**src/rtl/spi_pkg.sv**
```systemverilog
// shared constants, configuration and state types of the four-select serial master
package spi_pkg;

  // ----------------------------------------------------------------
  // widths and sizes
  // ----------------------------------------------------------------
  localparam int NUM_CS = 4;         // chip select outputs
  localparam int CS_W = 2;           // index of a chip select
  localparam int CHAR_W = 32;        // longest character in bits
  localparam int LEN_W = 5;          // character length minus one
  localparam int FRAME_W = 12;       // frame length minus one (1..4096)
  localparam int DIV_W = 8;          // serial clock half-period divider
  localparam int DLY_W = 2;          // select-to-data delay, 0..3 clocks
  localparam int LEAD_W = 3;         // half-period count of that delay
  localparam int FIFO_DEPTH = 16;    // words held ahead of the shifter

  // ----------------------------------------------------------------
  // reset values
  // ----------------------------------------------------------------
  localparam logic [DIV_W-1:0] DIV_RST = 8'h00;
  localparam logic [LEN_W-1:0] LEN_RST = 5'h07;
  localparam logic [FRAME_W-1:0] FRAME_RST = 12'h000;
  localparam logic [LEN_W-1:0] LEN_TOP = 5'h1f; // CHAR_W - 1

  // ----------------------------------------------------------------
  // types
  // ----------------------------------------------------------------
  // per-frame settings, caught when a frame starts
  typedef struct packed {
    logic [DIV_W-1:0] half_div;   // half period = half_div + 1 sys clocks
    logic [LEN_W-1:0] len_m1;     // bits per character minus one
    logic [FRAME_W-1:0] frame_m1; // characters per frame minus one
    logic [CS_W-1:0] cs_index;    // which slave is addressed
    logic [DLY_W-1:0] cs_delay;   // serial clocks from select to data
    logic loopback;               // feed transmit back to receive
    logic irq_enable;             // pulse an interrupt per character
  } spi_cfg_t;

  // one received character
  typedef struct packed {
    logic [CHAR_W-1:0] data;
    logic valid;
  } rx_word_t;

  // engine sequencing
  typedef enum logic [2:0] {
    ST_IDLE,
    ST_LEAD,
    ST_LOAD,
    ST_SHIFT,
    ST_TRAIL
  } eng_state_t;

endpackage : spi_pkg

```
**src/rtl/char_fifo.sv**
```systemverilog
// flip-flop fifo with valid/ready on both sides
`timescale 1ns/100ps
module char_fifo #(
  parameter int WIDTH = 32,
  parameter int DEPTH = 16
) (
  input wire logic sys_clk,
  input wire logic arst_n,
  input wire logic wr_valid,
  output logic wr_ready,
  input wire logic [WIDTH-1:0] wr_data,
  output logic rd_valid,
  input wire logic rd_ready,
  output logic [WIDTH-1:0] rd_data
);
  import spi_pkg::*;

  localparam int AW = $clog2(DEPTH);

  // ----------------------------------------------------------------
  // state
  // ----------------------------------------------------------------
  typedef struct packed {
    logic [DEPTH-1:0][WIDTH-1:0] mem; // storage, indexed by pointer
    logic [AW-1:0] wr_ptr;
    logic [AW-1:0] rd_ptr;
    logic [AW:0] count;               // one bit wider to tell full
  } fifo_t;

  fifo_t st_r;
  fifo_t st_nxt;
  logic push;
  logic pop;

  // handshakes straight from the count
  assign wr_ready = (st_r.count != (AW+1)'(DEPTH));
  assign rd_valid = (st_r.count != '0);
  assign rd_data = st_r.mem[st_r.rd_ptr];
  assign push = wr_valid && wr_ready;
  assign pop = rd_valid && rd_ready;

  // ----------------------------------------------------------------
  // next state
  // ----------------------------------------------------------------
  // pointers wrap at DEPTH, which need not be a power of two
  always_comb begin
    st_nxt = st_r;
    if (push) begin
      st_nxt.mem[st_r.wr_ptr] = wr_data;
      st_nxt.wr_ptr = (st_r.wr_ptr == AW'(DEPTH-1)) ? '0 : st_r.wr_ptr + 1'b1;
    end
    if (pop) begin
      st_nxt.rd_ptr = (st_r.rd_ptr == AW'(DEPTH-1)) ? '0 : st_r.rd_ptr + 1'b1;
    end
    if (push && !pop) begin
      st_nxt.count = st_r.count + 1'b1;
    end else if (pop && !push) begin
      st_nxt.count = st_r.count - 1'b1;
    end
  end

  // state register
  always_ff @(posedge sys_clk or negedge arst_n) begin
    if (!arst_n) begin
      st_r <= '0;
    end else begin
      st_r <= st_nxt;
    end
  end

endmodule : char_fifo

```
**src/rtl/spi_master_four_select.sv**
```systemverilog
// master-only serial port with four chip selects and a transmit fifo
// Operation
// master only; drives clock and selects itself
// shifts data out and in at bit rate
// character length programmable from 1 to 32
// four separate chip select outputs
// frame holds 1 to 4096 characters exactly
// optional interrupt pulse per finished character
// select-to-first-data delay of 0..3 clocks
// serial clock from programmable system clock divider
// internal loopback feeds transmit into receiver
// no dma request path; ports only
// per-select polarity and phase pick mode 0..3
// per-select chip select active level configurable
// select held for whole frame, released after
// slave drives on opposite edge, ignores unselected
`timescale 1ns/100ps
module spi_master_four_select #(
  parameter int FIFO_WORDS = spi_pkg::FIFO_DEPTH
) (
  input wire logic sys_clk,
  input wire logic arst_n,
  input wire spi_pkg::spi_cfg_t cfg,
  input wire logic [spi_pkg::NUM_CS-1:0] clock_polarity_sel,
  input wire logic [spi_pkg::NUM_CS-1:0] clock_phase_sel,
  input wire logic [spi_pkg::NUM_CS-1:0] cs_active_high,
  input wire logic start,
  output logic busy,
  input wire logic tx_valid,
  output logic tx_ready,
  input wire logic [spi_pkg::CHAR_W-1:0] tx_data,
  output spi_pkg::rx_word_t rx_word,
  output logic char_irq,
  output logic spi_clk_out,
  output logic spi_tx_out,
  input wire logic spi_rx_in,
  output logic [spi_pkg::NUM_CS-1:0] slave_select_out
);
  import spi_pkg::*;

  // ----------------------------------------------------------------
  // state
  // ----------------------------------------------------------------
  typedef struct packed {
    eng_state_t st;
    spi_cfg_t cfg;                    // settings of the running frame
    logic cpol;                       // idle clock level of the frame
    logic cpha;                       // 1: drive on leading edge
    logic [DIV_W-1:0] div_cnt;        // sys clocks to next clock edge
    logic [LEAD_W-1:0] lead_cnt;      // half periods left before data
    logic lead_edge;                  // next clock edge is the leading one
    logic [LEN_W-1:0] bit_cnt;        // bits finished in this character
    logic [FRAME_W-1:0] char_cnt;     // characters finished in frame
    logic [CHAR_W-1:0] tx_sh;         // left-aligned bits still to send
    logic [CHAR_W-1:0] rx_sh;         // right-aligned bits received
    logic tx_out;                     // transmit pin
    logic sclk;                       // serial clock pin
    logic [NUM_CS-1:0] cs_out;        // chip select pins
    logic rx_meta;                    // receive pin, first stage
    logic rx_sync;                    // receive pin, second stage
    rx_word_t rx;                     // last finished character
    logic irq;                        // one-cycle character pulse
  } eng_t;

  eng_t s_r;
  eng_t s_nxt;
  logic fifo_valid;
  logic fifo_pop;
  logic [CHAR_W-1:0] fifo_data;

  // ----------------------------------------------------------------
  // transmit fifo
  // ----------------------------------------------------------------
  // the engine stalls in load with the clock parked when it runs dry,
  // so software may keep feeding a long frame through tx_ready
  char_fifo #(
    .WIDTH(CHAR_W),
    .DEPTH(FIFO_WORDS)
  ) u_tx_fifo (
    .sys_clk(sys_clk),
    .arst_n(arst_n),
    .wr_valid(tx_valid),
    .wr_ready(tx_ready),
    .wr_data(tx_data),
    .rd_valid(fifo_valid),
    .rd_ready(fifo_pop),
    .rd_data(fifo_data)
  );

  assign fifo_pop = (s_r.st == ST_LOAD) && fifo_valid;

  // ----------------------------------------------------------------
  // outputs, all from the state register
  // ----------------------------------------------------------------
  // data moves only through these ports; there is no dma request R10
  assign busy = (s_r.st != ST_IDLE);
  assign rx_word = s_r.rx;
  assign char_irq = s_r.irq;
  assign spi_clk_out = s_r.sclk;
  assign spi_tx_out = s_r.tx_out;
  assign slave_select_out = s_r.cs_out;

  // ----------------------------------------------------------------
  // next state
  // ----------------------------------------------------------------
  always_comb begin
    logic tick;
    logic in_bit;
    logic [CHAR_W-1:0] rx_new;
    logic [LEN_W-1:0] align;
    logic act;
    tick = 1'b0;
    in_bit = 1'b0;
    rx_new = '0;
    align = '0;
    act = 1'b0;
    s_nxt = s_r;
    s_nxt.rx.valid = 1'b0;
    s_nxt.irq = 1'b0;
    // receive pin crosses in through two flops
    s_nxt.rx_meta = spi_rx_in;
    s_nxt.rx_sync = s_r.rx_meta;
    // loopback takes the pin out of the path entirely
    in_bit = s_r.cfg.loopback ? s_r.tx_out : s_r.rx_sync;
    // half-period divider runs in every timed state
    if (s_r.st == ST_LEAD || s_r.st == ST_SHIFT || s_r.st == ST_TRAIL) begin
      if (s_r.div_cnt == '0) begin
        tick = 1'b1;
        s_nxt.div_cnt = s_r.cfg.half_div;
      end else begin
        s_nxt.div_cnt = s_r.div_cnt - 1'b1;
      end
    end
    unique case (s_r.st)
      ST_IDLE: begin
        // idle clock level follows the addressed slave's mode
        s_nxt.sclk = clock_polarity_sel[cfg.cs_index];
        if (start) begin
          s_nxt.st = ST_LEAD;
          s_nxt.cfg = cfg;
          s_nxt.cpol = clock_polarity_sel[cfg.cs_index];
          s_nxt.cpha = clock_phase_sel[cfg.cs_index];
          s_nxt.div_cnt = cfg.half_div;
          // 2*delay+1 half periods: delay whole clocks plus setup
          s_nxt.lead_cnt = {cfg.cs_delay, 1'b0};
          s_nxt.char_cnt = '0;
        end
      end
      ST_LEAD: begin
        if (tick) begin
          if (s_r.lead_cnt == '0) begin
            s_nxt.st = ST_LOAD;
          end else begin
            s_nxt.lead_cnt = s_r.lead_cnt - 1'b1;
          end
        end
      end
      ST_LOAD: begin
        // wait here, clock idle and select held, until a word is there
        if (fifo_valid) begin
          align = LEN_TOP - s_r.cfg.len_m1;
          s_nxt.tx_sh = fifo_data << align;
          s_nxt.rx_sh = '0;
          s_nxt.bit_cnt = '0;
          s_nxt.lead_edge = 1'b1;
          s_nxt.div_cnt = s_r.cfg.half_div;
          s_nxt.st = ST_SHIFT;
          if (!s_r.cpha) begin
            // phase 0 puts the first bit out half a period early
            s_nxt.tx_out = s_nxt.tx_sh[CHAR_W-1];
            s_nxt.tx_sh = s_nxt.tx_sh << 1;
          end
        end
      end
      ST_SHIFT: begin
        if (tick) begin
          s_nxt.sclk = ~s_r.sclk;
          if (s_r.lead_edge) begin
            s_nxt.lead_edge = 1'b0;
            if (s_r.cpha) begin
              // phase 1 drives on the leading edge R11
              s_nxt.tx_out = s_r.tx_sh[CHAR_W-1];
              s_nxt.tx_sh = s_r.tx_sh << 1;
            end else begin
              s_nxt.rx_sh = {s_r.rx_sh[CHAR_W-2:0], in_bit};
            end
          end else begin
            s_nxt.lead_edge = 1'b1;
            s_nxt.bit_cnt = s_r.bit_cnt + 1'b1;
            rx_new = s_r.rx_sh;
            if (s_r.cpha) begin
              // slave changed its bit on the leading edge R14
              rx_new = {s_r.rx_sh[CHAR_W-2:0], in_bit};
            end else if (s_r.bit_cnt != s_r.cfg.len_m1) begin
              s_nxt.tx_out = s_r.tx_sh[CHAR_W-1];
              s_nxt.tx_sh = s_r.tx_sh << 1;
            end
            s_nxt.rx_sh = rx_new;
            if (s_r.bit_cnt == s_r.cfg.len_m1) begin
              // exactly len_m1+1 bits make a character R3
              s_nxt.rx.data = rx_new;
              s_nxt.rx.valid = 1'b1;
              s_nxt.irq = s_r.cfg.irq_enable;
              if (s_r.char_cnt == s_r.cfg.frame_m1) begin
                s_nxt.st = ST_TRAIL;
              end else begin
                s_nxt.char_cnt = s_r.char_cnt + 1'b1;
                s_nxt.st = ST_LOAD;
              end
            end
          end
        end
      end
      ST_TRAIL: begin
        // half a period of hold after the last edge, then release
        if (tick) begin
          s_nxt.st = ST_IDLE;
        end
      end
    endcase
    // select pins: asserted for the whole frame, at each pin's level
    for (int i = 0; i < NUM_CS; i++) begin
      act = (s_nxt.st != ST_IDLE) && (s_nxt.cfg.cs_index == CS_W'(i));
      s_nxt.cs_out[i] = cs_active_high[i] ? act : ~act;
    end
  end

  // ----------------------------------------------------------------
  // state register
  // ----------------------------------------------------------------
  // selects reset to all-ones: inactive for the customary low level
  always_ff @(posedge sys_clk or negedge arst_n) begin
    if (!arst_n) begin
      s_r <= '0;
      s_r.st <= ST_IDLE;
      s_r.cfg.half_div <= DIV_RST;
      s_r.cfg.len_m1 <= LEN_RST;
      s_r.cfg.frame_m1 <= FRAME_RST;
      s_r.cs_out <= '1;
    end else begin
      s_r <= s_nxt;
    end
  end

endmodule : spi_master_four_select

```
**config.mk**
```make
export PLATFORM = sky130hd
export DESIGN_NAME = spi_master_four_select
export DESIGN_NICKNAME = d
export VERILOG_FILES = /design/src/rtl/spi_pkg.sv /design/src/rtl/char_fifo.sv /design/src/rtl/spi_master_four_select.sv
export SDC_FILE = /design/constraint.sdc
export NUM_CORES = 1
export LEC_CHECK = 0
export CAP_MARGIN = 10
export CORE_MARGIN = 1.5
export CORE_UTILIZATION = 45
export CTS_CLUSTER_DIAMETER = 30
export DETAILED_ROUTE_END_ITERATION = 8
export DONT_BUFFER_PORTS = 1
export PLACE_DENSITY = 0.69
export SYNTH_ARGS = -nofsm -noshare
export SYNTH_HDL_FRONTEND = slang
export SYNTH_SLANG_ARGS = --single-unit
```
**constraint.sdc**
```tcl
create_clock -name sys_clk -period 4.1 [get_ports sys_clk]
set_clock_uncertainty 0.1 [all_clocks]
set_input_delay 0.205 -clock sys_clk [delete_from_list [all_inputs] [get_ports sys_clk]]
set_output_delay 0.205 -clock sys_clk [all_outputs]
set_load 0.005 [all_outputs]
```
# Yosys cells after proc, flatten, opt, wreduce, memory -nomap -nowiden
# Index checks and enable logic that the tools add are counted.
word_totals:
  register_bits: 696
  in_bits: 80
  output_inout_bits: 42
  word_cells: 190
classes:
  add_sub_neg: 9
  n_lt_le_gt_ge: 4
  n_eq_ne: 26
  shifts: 1
  muxes: 65
  n_bitwise: 6
  n_reduce_logical: 35
ops:
  columns: ["cell", "n"]
  rows:
  - ["512-bit bitwise mux", 1]
  - ["32-bit two-way mux", 8]
  - ["65-bit two-way mux", 2]
  - ["65-bit one-hot mux with 2 select lines", 1]
  - ["32-bit binary-select mux with 4-bit select", 1]
  - ["32-bit demux with 4-bit select", 1]
  - ["84-bit two-way mux", 1]
  - ["47-bit two-way mux", 1]
  - ["12-bit two-way mux", 3]
  - ["8-bit two-way mux", 4]
  - ["32-bit by 5-bit left shift with 32-bit output", 1]
  - ["3-bit two-way mux", 10]
  - ["12-bit one-hot mux with 2 select lines", 1]
  - ["17-bit two-way mux", 1]
  - ["8-bit one-hot mux with 2 select lines", 1]
  - ["4-bit AND reduction", 4]
  - ["3-bit one-hot mux with 5 select lines", 1]
  - ["1-bit two-way mux", 14]
  - ["12-bit by 1-bit adder with 12-bit output (second input constant)", 1]
  - ["12-bit equality test", 1]
  - ["2-bit inequality test (second input constant)", 6]
  - ["6-bit one-hot mux with 2 select lines", 1]
  - ["6-bit AND reduction", 2]
  - ["5-bit by 1-bit adder with 5-bit output (second input constant)", 2]
  - ["40 further kinds", 77]

# Depth between registers and ports, before layout
# Gate-level depths: netlist of run 1.
logic_depth:
  ltp_word: 10
  depth_mapped: 15

# By module
# Synthesis of run 1 repeated with hierarchy kept, for this count alone.
hier_totals:
  hier_cells: 2605
  hier_area_um2: 34962.3
modules_own_cells:
  columns: ["module", "instances", "cells_each", "area_per_inst_um2", "seq_area_each_um2"]
  rows:
  - ["char_fifo", 1, 1538, 25339.3, 13137.6]
  - ["spi_master_four_select", 1, 1067, 9623.0, 4212.8]

# Least setup slack after synthesis of run 1
# No wires, ideal clock.
synth_path:
  path_type: "register to register"
  start: "reg u_tx_fifo.st_r[5] (netlist bit)"
  end: "reg s_r[96] (netlist bit)"
  setup_ps: 126
  arrival_ps: 3053
  t_required_ps: 3874
  slack_ps: 821
  path_stages_with_launch: 12
  path_buffers: 2
  period_less_slack_ps: 3279
  cell_sequence: "dfrtp_1 > buf_6 > buf_12 > mux4_2 > nand2_1 > nand2_2 > mux4_2 > mux2_2 > mux2_4 > and2_4 > or3_1 > a221o_1"
synth_via:
  elab_chain_len: 6
synth_lines:
  columns: ["item", "line_no", "text"]
  rows:
  - ["start, declared", "char_fifo.sv:30", "fifo_t st_r;"]
  - ["start signal, assigned", "char_fifo.sv:67", "st_r <= st_nxt;"]
  - ["32-bit binary-select mux with 4-bit select", "char_fifo.sv:38", "assign rd_data = st_r.mem[st_r.rd_ptr];"]
  - ["32-bit two-way mux (not written as such)", "char_fifo.sv:38", null]
  - ["32-bit by 5-bit left shift with 32-bit output", "spi_master_four_select.sv:162", "s_nxt.tx_sh = fifo_data << align;"]
  - ["32-bit two-way mux", "spi_master_four_select.sv:168", "if (!s_r.cpha) begin"]
  - ["65-bit two-way mux", "spi_master_four_select.sv:160", "if (fifo_valid) begin"]
  - ["65-bit one-hot mux with 2 select lines", "spi_master_four_select.sv:134", "unique case (s_r.st)"]
  - ["end signal, assigned", "spi_master_four_select.sv:241", "s_r <= s_nxt;"]
  - ["end, declared", "spi_master_four_select.sv:65", "eng_t s_r;"]
# No other way between the ends. The select of a mux whose other input is x is not followed.
# A chain may end at the register's enable or synchronous reset.

# Final worst setup path of run 1
layout_path:
  start: "reg u_tx_fifo.st_r[5] (netlist bit)"
  end: "reg s_r, in the netlist spi_tx_out"
layout_via:
  elab_chain_len: 6
layout_lines:
  columns: ["item", "line_no"]
  rows:
  - ["32-bit binary-select mux with 4-bit select", "char_fifo.sv:38"]
  - ["32-bit two-way mux (not written as such)", "char_fifo.sv:38"]
  - ["32-bit by 5-bit left shift with 32-bit output", "spi_master_four_select.sv:162"]
  - ["1-bit two-way mux", "spi_master_four_select.sv:168"]
  - ["65-bit two-way mux", "spi_master_four_select.sv:160"]
  - ["65-bit one-hot mux with 2 select lines", "spi_master_four_select.sv:134"]
# No other way between the ends. The select of a mux whose other input is x is not followed.

==> metrics.cfg, run 1 <==
[power]
p_leak_nw=18.5
powerDensity_nw_per_um2=935
vdd_drop_max_uv=419
power.total_mw=39.2

[synthesis]
synth-edff-count=0
ys_ff_latch=693
seq_area_frac_synth_pct=50.2
synth_area_um2=34600
synth.most_common_cell=dfrtp_1
synth.area.top_cells=dfrtp_1 (50%), mux2_2 (17%), mux2i_1 (5.1%)
synth_flop_cell=dfrtp_1
yosys_warnings=0
synth_common_cells=dfrtp_1 (686), mux2_2 (530), nand2_1 (284)
synth_top_area_share_pct=49.6
synth_top_area_cell=dfrtp_1
synth_fp_nets=2950
avgSynthCellArea_um2=12.1
syn-instance-count=2855
yosysUniqueCellTypes=81
synth-async-reset-ratio_pct=100

[timing]
period_share_pct=94.1
worst_hold_slack_ns=-0.906
tightest_slew_ns=3.21
finalHoldViolCount=693
fin_crit_ns=3.86
drv_slew=440
fmax_ghz=0.259
setup-violations-final=0
relSlewSlack_pct=-114
finalSetupTns_ns=0
rsz0062_at_grt=no

[placed_design]
hpwl_um=62200
place.gp.congestion=0.999
portBuffers=0

[grt]
gr-total-overflow=0
grt_max_degree=694
antenna_found_initial=4
grt_pass1_vias=25727
track_usage_pct=25.4
grt_pass1_wl_um=154000

[worst_setup_path]
cp.arrival_ns=4.37
critical_path.cell_chain=and2_0 -> buf_4 -> a22oi_1 -> a21oi_1 -> a2111oi_1 -> a2111oi_1 -> nand3_1 -> buf_4 -> o221ai_1 -> or3_1 -> a31oi_1
r2r_start=u_tx_fifo.st_r[5]$_DFFE_PN0P_
cp_max_fo=14
path_class=reg -> reg
rrSetupSlack_ns=0.24
r2r_end=spi_tx_out$_DFFE_PN0P_
critical_path.endpoint_type=flop
cp-endpoint=spi_tx_out$_DFFE_PN0P_
r2r_cells=11
critPathMaxStageDelay_ns=0.74
crit_start=u_tx_fifo.st_r[5]$_DFFE_PN0P_
crit_slowest_cell=a2111oi_1
start_kind=flop
required_ns=4.61

[cts]
cts_inserted_buffers=144
htree_levels=4
hold_buffers=83
clockBufferDepth=3
clk_pin_slew_ns=0.05
cts_root_buf=clkbuf_16
clock-sinks=693
tritoncts=done
clk_latency_ns=0.73

[routing]
drtAntennaViolNets=0
wl_per_cell_um=24.2
dr.first_iter.drc_count=1943
routed_wl_um=99200
drc_errors=0
vias=24751
vias_per_cell=6.05
firstDrtPassIters=8

[die]
start_util_pct=45.5
fp.dieH_um=280
std_cell_rows=101
coreArea_um2=75900
die_area_um2=78500
die_x_um=280
io_pins=122

[finish]
syn2layout_area_growth_pct=21.3
layout.nets=3032
utilization_pct=55.2
fillers=6022
layout-drive-gt1-share_pct=33.0

[run]
maxCapViolations=0

[min_path]
min_path_type=in -> async

[run_status]
status=finished, violations left
violations=hold timing, slew limit

[where the power goes]
group | internal [mW] | total (mW) | leakage (nW) | switching, mW
Sequential | 9.72 | 11.5 | 8.75 | 1.76
Clock | 8.34 | 12.4 | 2.54 | 4.04
Combinational | 7.01 | 15.4 | 7.24 | 8.36
[worst min-delay path by stage]
stage / startpoint / end
2_1_floorplan: arst_n / char_irq$_DFF_PN0_
3_3_place_gp: arst_n / s_r[110]$_DFFE_PN0P_
3_5_place_dp: arst_n / s_r[109]$_DFFE_PN0P_
4_1_cts: arst_n / s_r[109]$_DFFE_PN0P_
5_1_grt: arst_n / s_r[110]$_DFFE_PN0P_
6_report: arst_n / s_r[109]$_DFFE_PN0P_
[through the flow]
stage / hold WS [ns] / setup slack, ns / instances / cell area [um2]
finish: -0.906 / 0.243 / 4090 / 41900
floorplan: -0.191 / 0.821 / 2855 / 34600
detailed placement: -0.173 / 0.126 / 3734 / 35800
global route: -0.951 / 0.0934 / 4089 / 41900
global placement: -0.176 / 0.215 / 3734 / 35800
CTS: -0.951 / 0.0758 / 4083 / 41900
[flip-flops by register name, indices dropped and copies added (netlist names)]
signal            cells
char_irq              1
rx_word              33
s_nxt                 1
s_r                 127
slave_select_out      4
spi_clk_out           1
spi_tx_out            1
u_tx_fifo.st_r      525
[worst max-delay path: cells and delay by family, from the launching register on]
family | cells | cell delay, ns
buffers and inverters | 2 | 0.40
AND/OR/NAND/NOR | 3 | 0.93
AO/OA/AOI/OAI | 6 | 1.69
flip-flops | 1 | 0.62
[cell usage in the layout (no fill, tap or decap), drive strengths merged, types with 16 or more instances in the layout]
cell,instances
nand2,285
clkbuf,176
xnor2,18
and3,21
buf,107
mux4,79
o22ai,17
or3,17
mux2,531
o21ai,96
bufinv,24
and2,16
o211ai,30
nor2,94
dfrtp,686
dlygate4sd3,83
clkinv,41
a221oi,18
a22oi,46
xor2,22
inv,49
mux2i,175
nand3,55
a22o,38
a21oi,80
nor3,25
[cell type report]
cell class,count,area (um2),area share [%]
sequential,693,17400,41.4
inverter,37,139,0.331
tap,1030,1290,3.07
timing repair buffer,190,1920,4.59
multi-input combinational,1871,15900,38.0
clock inverter,90,1410,3.36
antenna,3,7.51,0.0179
clock buffer,176,3870,9.24
[logic make-up (layout without fill, tap and decap cells)]
kind of cell | Yosys count | after routing | share of synthesized area [%]
compound gates | 458 | 458 | 9.24
xor+xnor | 40 | 40 | 1.01
fa+ha+maj | 15 | 15 | 0.564
buf+inv | 291 | 493 | 4.05
flops | 693 | 693 | 50.2
mux | 785 | 785 | 27.6
other cells | 0 | 3 | 0
simple gates | 573 | 573 | 7.41
[timing repair]
item | in CTS | in global routing
buffers inserted | 0 | 3
resized for setup | 0 | 2
setup endpoints to repair | 0 | 10
endpoints found under the hold margin | 1263 | 693
[routing by layer]
metal	global-route usage, %	vias up	share of wire (%)
li1	-	10701	-
met1	32.5	12726	41
met2	41.2	1030	47
met3	5.13	290	6.4
met4	12.6	4	4.6
met5	0	-	0.026
Power figures use the tool's default switching activity.
==> run 2: changes to the inputs <==
--- a/config.mk
+++ b/config.mk
@@ -8,6 +8,7 @@
 export CAP_MARGIN = 10
 export CORE_MARGIN = 1.5
 export CORE_UTILIZATION = 45
+export CTS_BUF_LIST = sky130_fd_sc_hd__clkbuf_8
 export CTS_CLUSTER_DIAMETER = 30
 export DETAILED_ROUTE_END_ITERATION = 8
 export DONT_BUFFER_PORTS = 1
==> metrics.cfg, run 2 (synthesis results as in run 1) <==
[die]
coreArea_um2=75900  ; unchanged
die_area_um2=78500  ; unchanged
std_cell_rows=101  ; unchanged
io_pins=122  ; unchanged
fp.dieH_um=280  ; unchanged
start_util_pct=45.5  ; unchanged
die_x_um=280  ; unchanged

[worst_setup_path]
critical_path.endpoint_type=flop
cp.arrival_ns=4.41  ; +0.04 ns
start_kind=flop
path_class=reg -> reg
cp_max_fo=24  ; +10
r2r_cells=10  ; -1
required_ns=4.67  ; +0.06 ns

[run_status]
violations=hold timing, slew limit
status=finished, violations left

[finish]
layout-drive-gt1-share_pct=32.6  ; -0.36 points
mostFrequentLayoutCells=dfrtp_1 (681), mux2_2 (530), nand2_1 (284)
largest_register=u_tx_fifo.st_r
multiInputGateArea_um2=15900  ; unchanged
final-seq-area_um2=17400  ; unchanged
syn2layout_area_growth_pct=17.2
utilization_pct=53.4  ; -1.9 points
fillers=6249  ; +3.8%
postLayoutCellArea_um2=40500  ; -3.4%
final_cells=4120  ; +0.73%
layout.nets=3059  ; +0.89%
largest_reg_flops=525  ; unchanged
final_common_cell=dfrtp_1

[cts]
clock-sinks=693  ; unchanged
clk_pin_slew_ns=0.06  ; about the same
htree_levels=4  ; unchanged
clk_latency_ns=0.81  ; +0.08 ns
cts_inserted_buffers=150  ; +4.2%
cts_root_buf=clkbuf_8
tritoncts=done
hold_buffers=104  ; +25%
clockBufferDepth=3  ; unchanged

[routing]
vias_per_cell=6.02  ; -0.58%
routed_wl_um=97600  ; -1.6%
drtAntennaViolNets=0  ; unchanged
dr.first_iter.drc_count=2018  ; +3.9%
wl_per_cell_um=23.7  ; -2.3%
drc_errors=0  ; unchanged
vias=24789  ; +0.15%
firstDrtPassIters=8  ; unchanged

[timing]
drv_slew=559  ; +27%
finalSetupTns_ns=0  ; unchanged
period_share_pct=93.6  ; -0.46 points
tightest_slew_ns=4.68  ; +1.47 ns
fmax_ghz=0.261  ; +0.49%
finalHoldViolCount=502  ; -28%
setup-violations-final=0  ; unchanged
fin_crit_ns=3.84  ; -0.0187 ns
rsz0062_at_grt=no
relSlewSlack_pct=-212  ; -98 points
worst_hold_slack_ns=-0.994  ; -0.0880 ns

[power]
powerDensity_nw_per_um2=884  ; -5.5%
vdd_drop_max_uv=464  ; +11%
p_leak_nw=18.0  ; -2.9%

[run]
maxCapViolations=0  ; unchanged

[placed_design]
hpwl_um=62200  ; unchanged
dp_cells=3734  ; unchanged
place.gp.congestion=0.999  ; unchanged
portBuffers=0  ; unchanged
placed_area_um2=35800  ; unchanged

[grt]
grt_pass1_wl_um=152000  ; -1.4%
antenna_found_initial=3  ; -1
gr-total-overflow=0  ; unchanged
track_usage_pct=25.0  ; -0.44 points
grt_pass1_vias=25705  ; -0.086%
grt_max_degree=694  ; unchanged

[min_path]
min_path_type=in -> async

-- run 2: cell count changes in the layout (fill, tap and decap cells not counted), sizes merged --
cell,change
inv,+27
dlygate4sd3,+21
clkinv,-12
clkbuf,-8
bufinv,+5
clkinvlp,-2
diode,-1
-- run 2: per-layer routing --
| metal | track usage (%) | up-vias | share of wire [%] |
|---|---|---|---|
| li1 | - | 10715 | - |
| met3 | 4.85 | 263 | 6.5 |
| met1 | 32.4 | 12777 | 42 |
| met2 | 40.6 | 1032 | 48 |
| met5 | 0 | - | 0.016 |
| met4 | 11.3 | 2 | 4.3 |
-- run 2: power by group --
part	total [mW]	internal (mW)	switching, mW
logic	15.4	7.05	8.33
clock network	8.99	5.67	3.31
registers	11.4	9.72	1.72
total	35.8	22.4	13.4
-- run 2: worst paths after layout --
path,startpoint,slack [ns],end
max,u_tx_fifo.st_r[5]$_DFFE_PN0P_,0.26,s_r[97]$_DFFE_PN0P_
min,arst_n,-0.99,s_r[109]$_DFFE_PN0P_
max reg2reg,u_tx_fifo.st_r[5]$_DFFE_PN0P_,0.26,s_r[97]$_DFFE_PN0P_
min reg2reg,s_nxt[34]$_DFF_PN0_,0.27,s_r[34]$_DFF_PN0_
max in group asynchronous,arst_n,0.80,u_tx_fifo.st_r[5]$_DFFE_PN0P_
min in group sys_clk,cfg[20],0.05,s_r[157]$_DFFE_PN1P_
-- run 2: stage by stage --
stage	setup slack, ns	power (mW)	hold slack, ns
after floorplan	0.821	21.3	-0.191
after global placement	0.215	25.6	-0.176
after detailed placement	0.126	26.2	-0.173
after CTS	0.0798	35.5	-1.06
after global routing	0.0308	37.5	-1.05
final	0.262	35.8	-0.994
-- run 2: timing repair --
item                        CTS  global route
gates resized for setup       0             2
buffers inserted              0             3
hold endpoints to repair   1271           693
setup endpoints to repair     0            12
-- run 2: final cells by class --
type / instances / share of cell area [%]
clock inverter: 108 / 3.34
multi-input combinational: 1871 / 39.3
timing repair buffer: 211 / 5.27
antenna: 2 / 0.0123
sequential: 693 / 42.8
clock buffer: 168 / 5.70
tap: 1030 / 3.18
inverter: 37 / 0.343
-- run 2: worst max-delay path, stage by stage, from the launching register on --
cell	delay, ns
dfrtp_4	0.62
buf_12	0.28
nor2b_2	0.38
a22oi_1	0.21
a21oi_1	0.33
a2111oi_0	0.13
a2111oi_1	0.48
nand3_1	0.26
buf_4	0.21
a221o_1	0.34
a221o_1	0.35
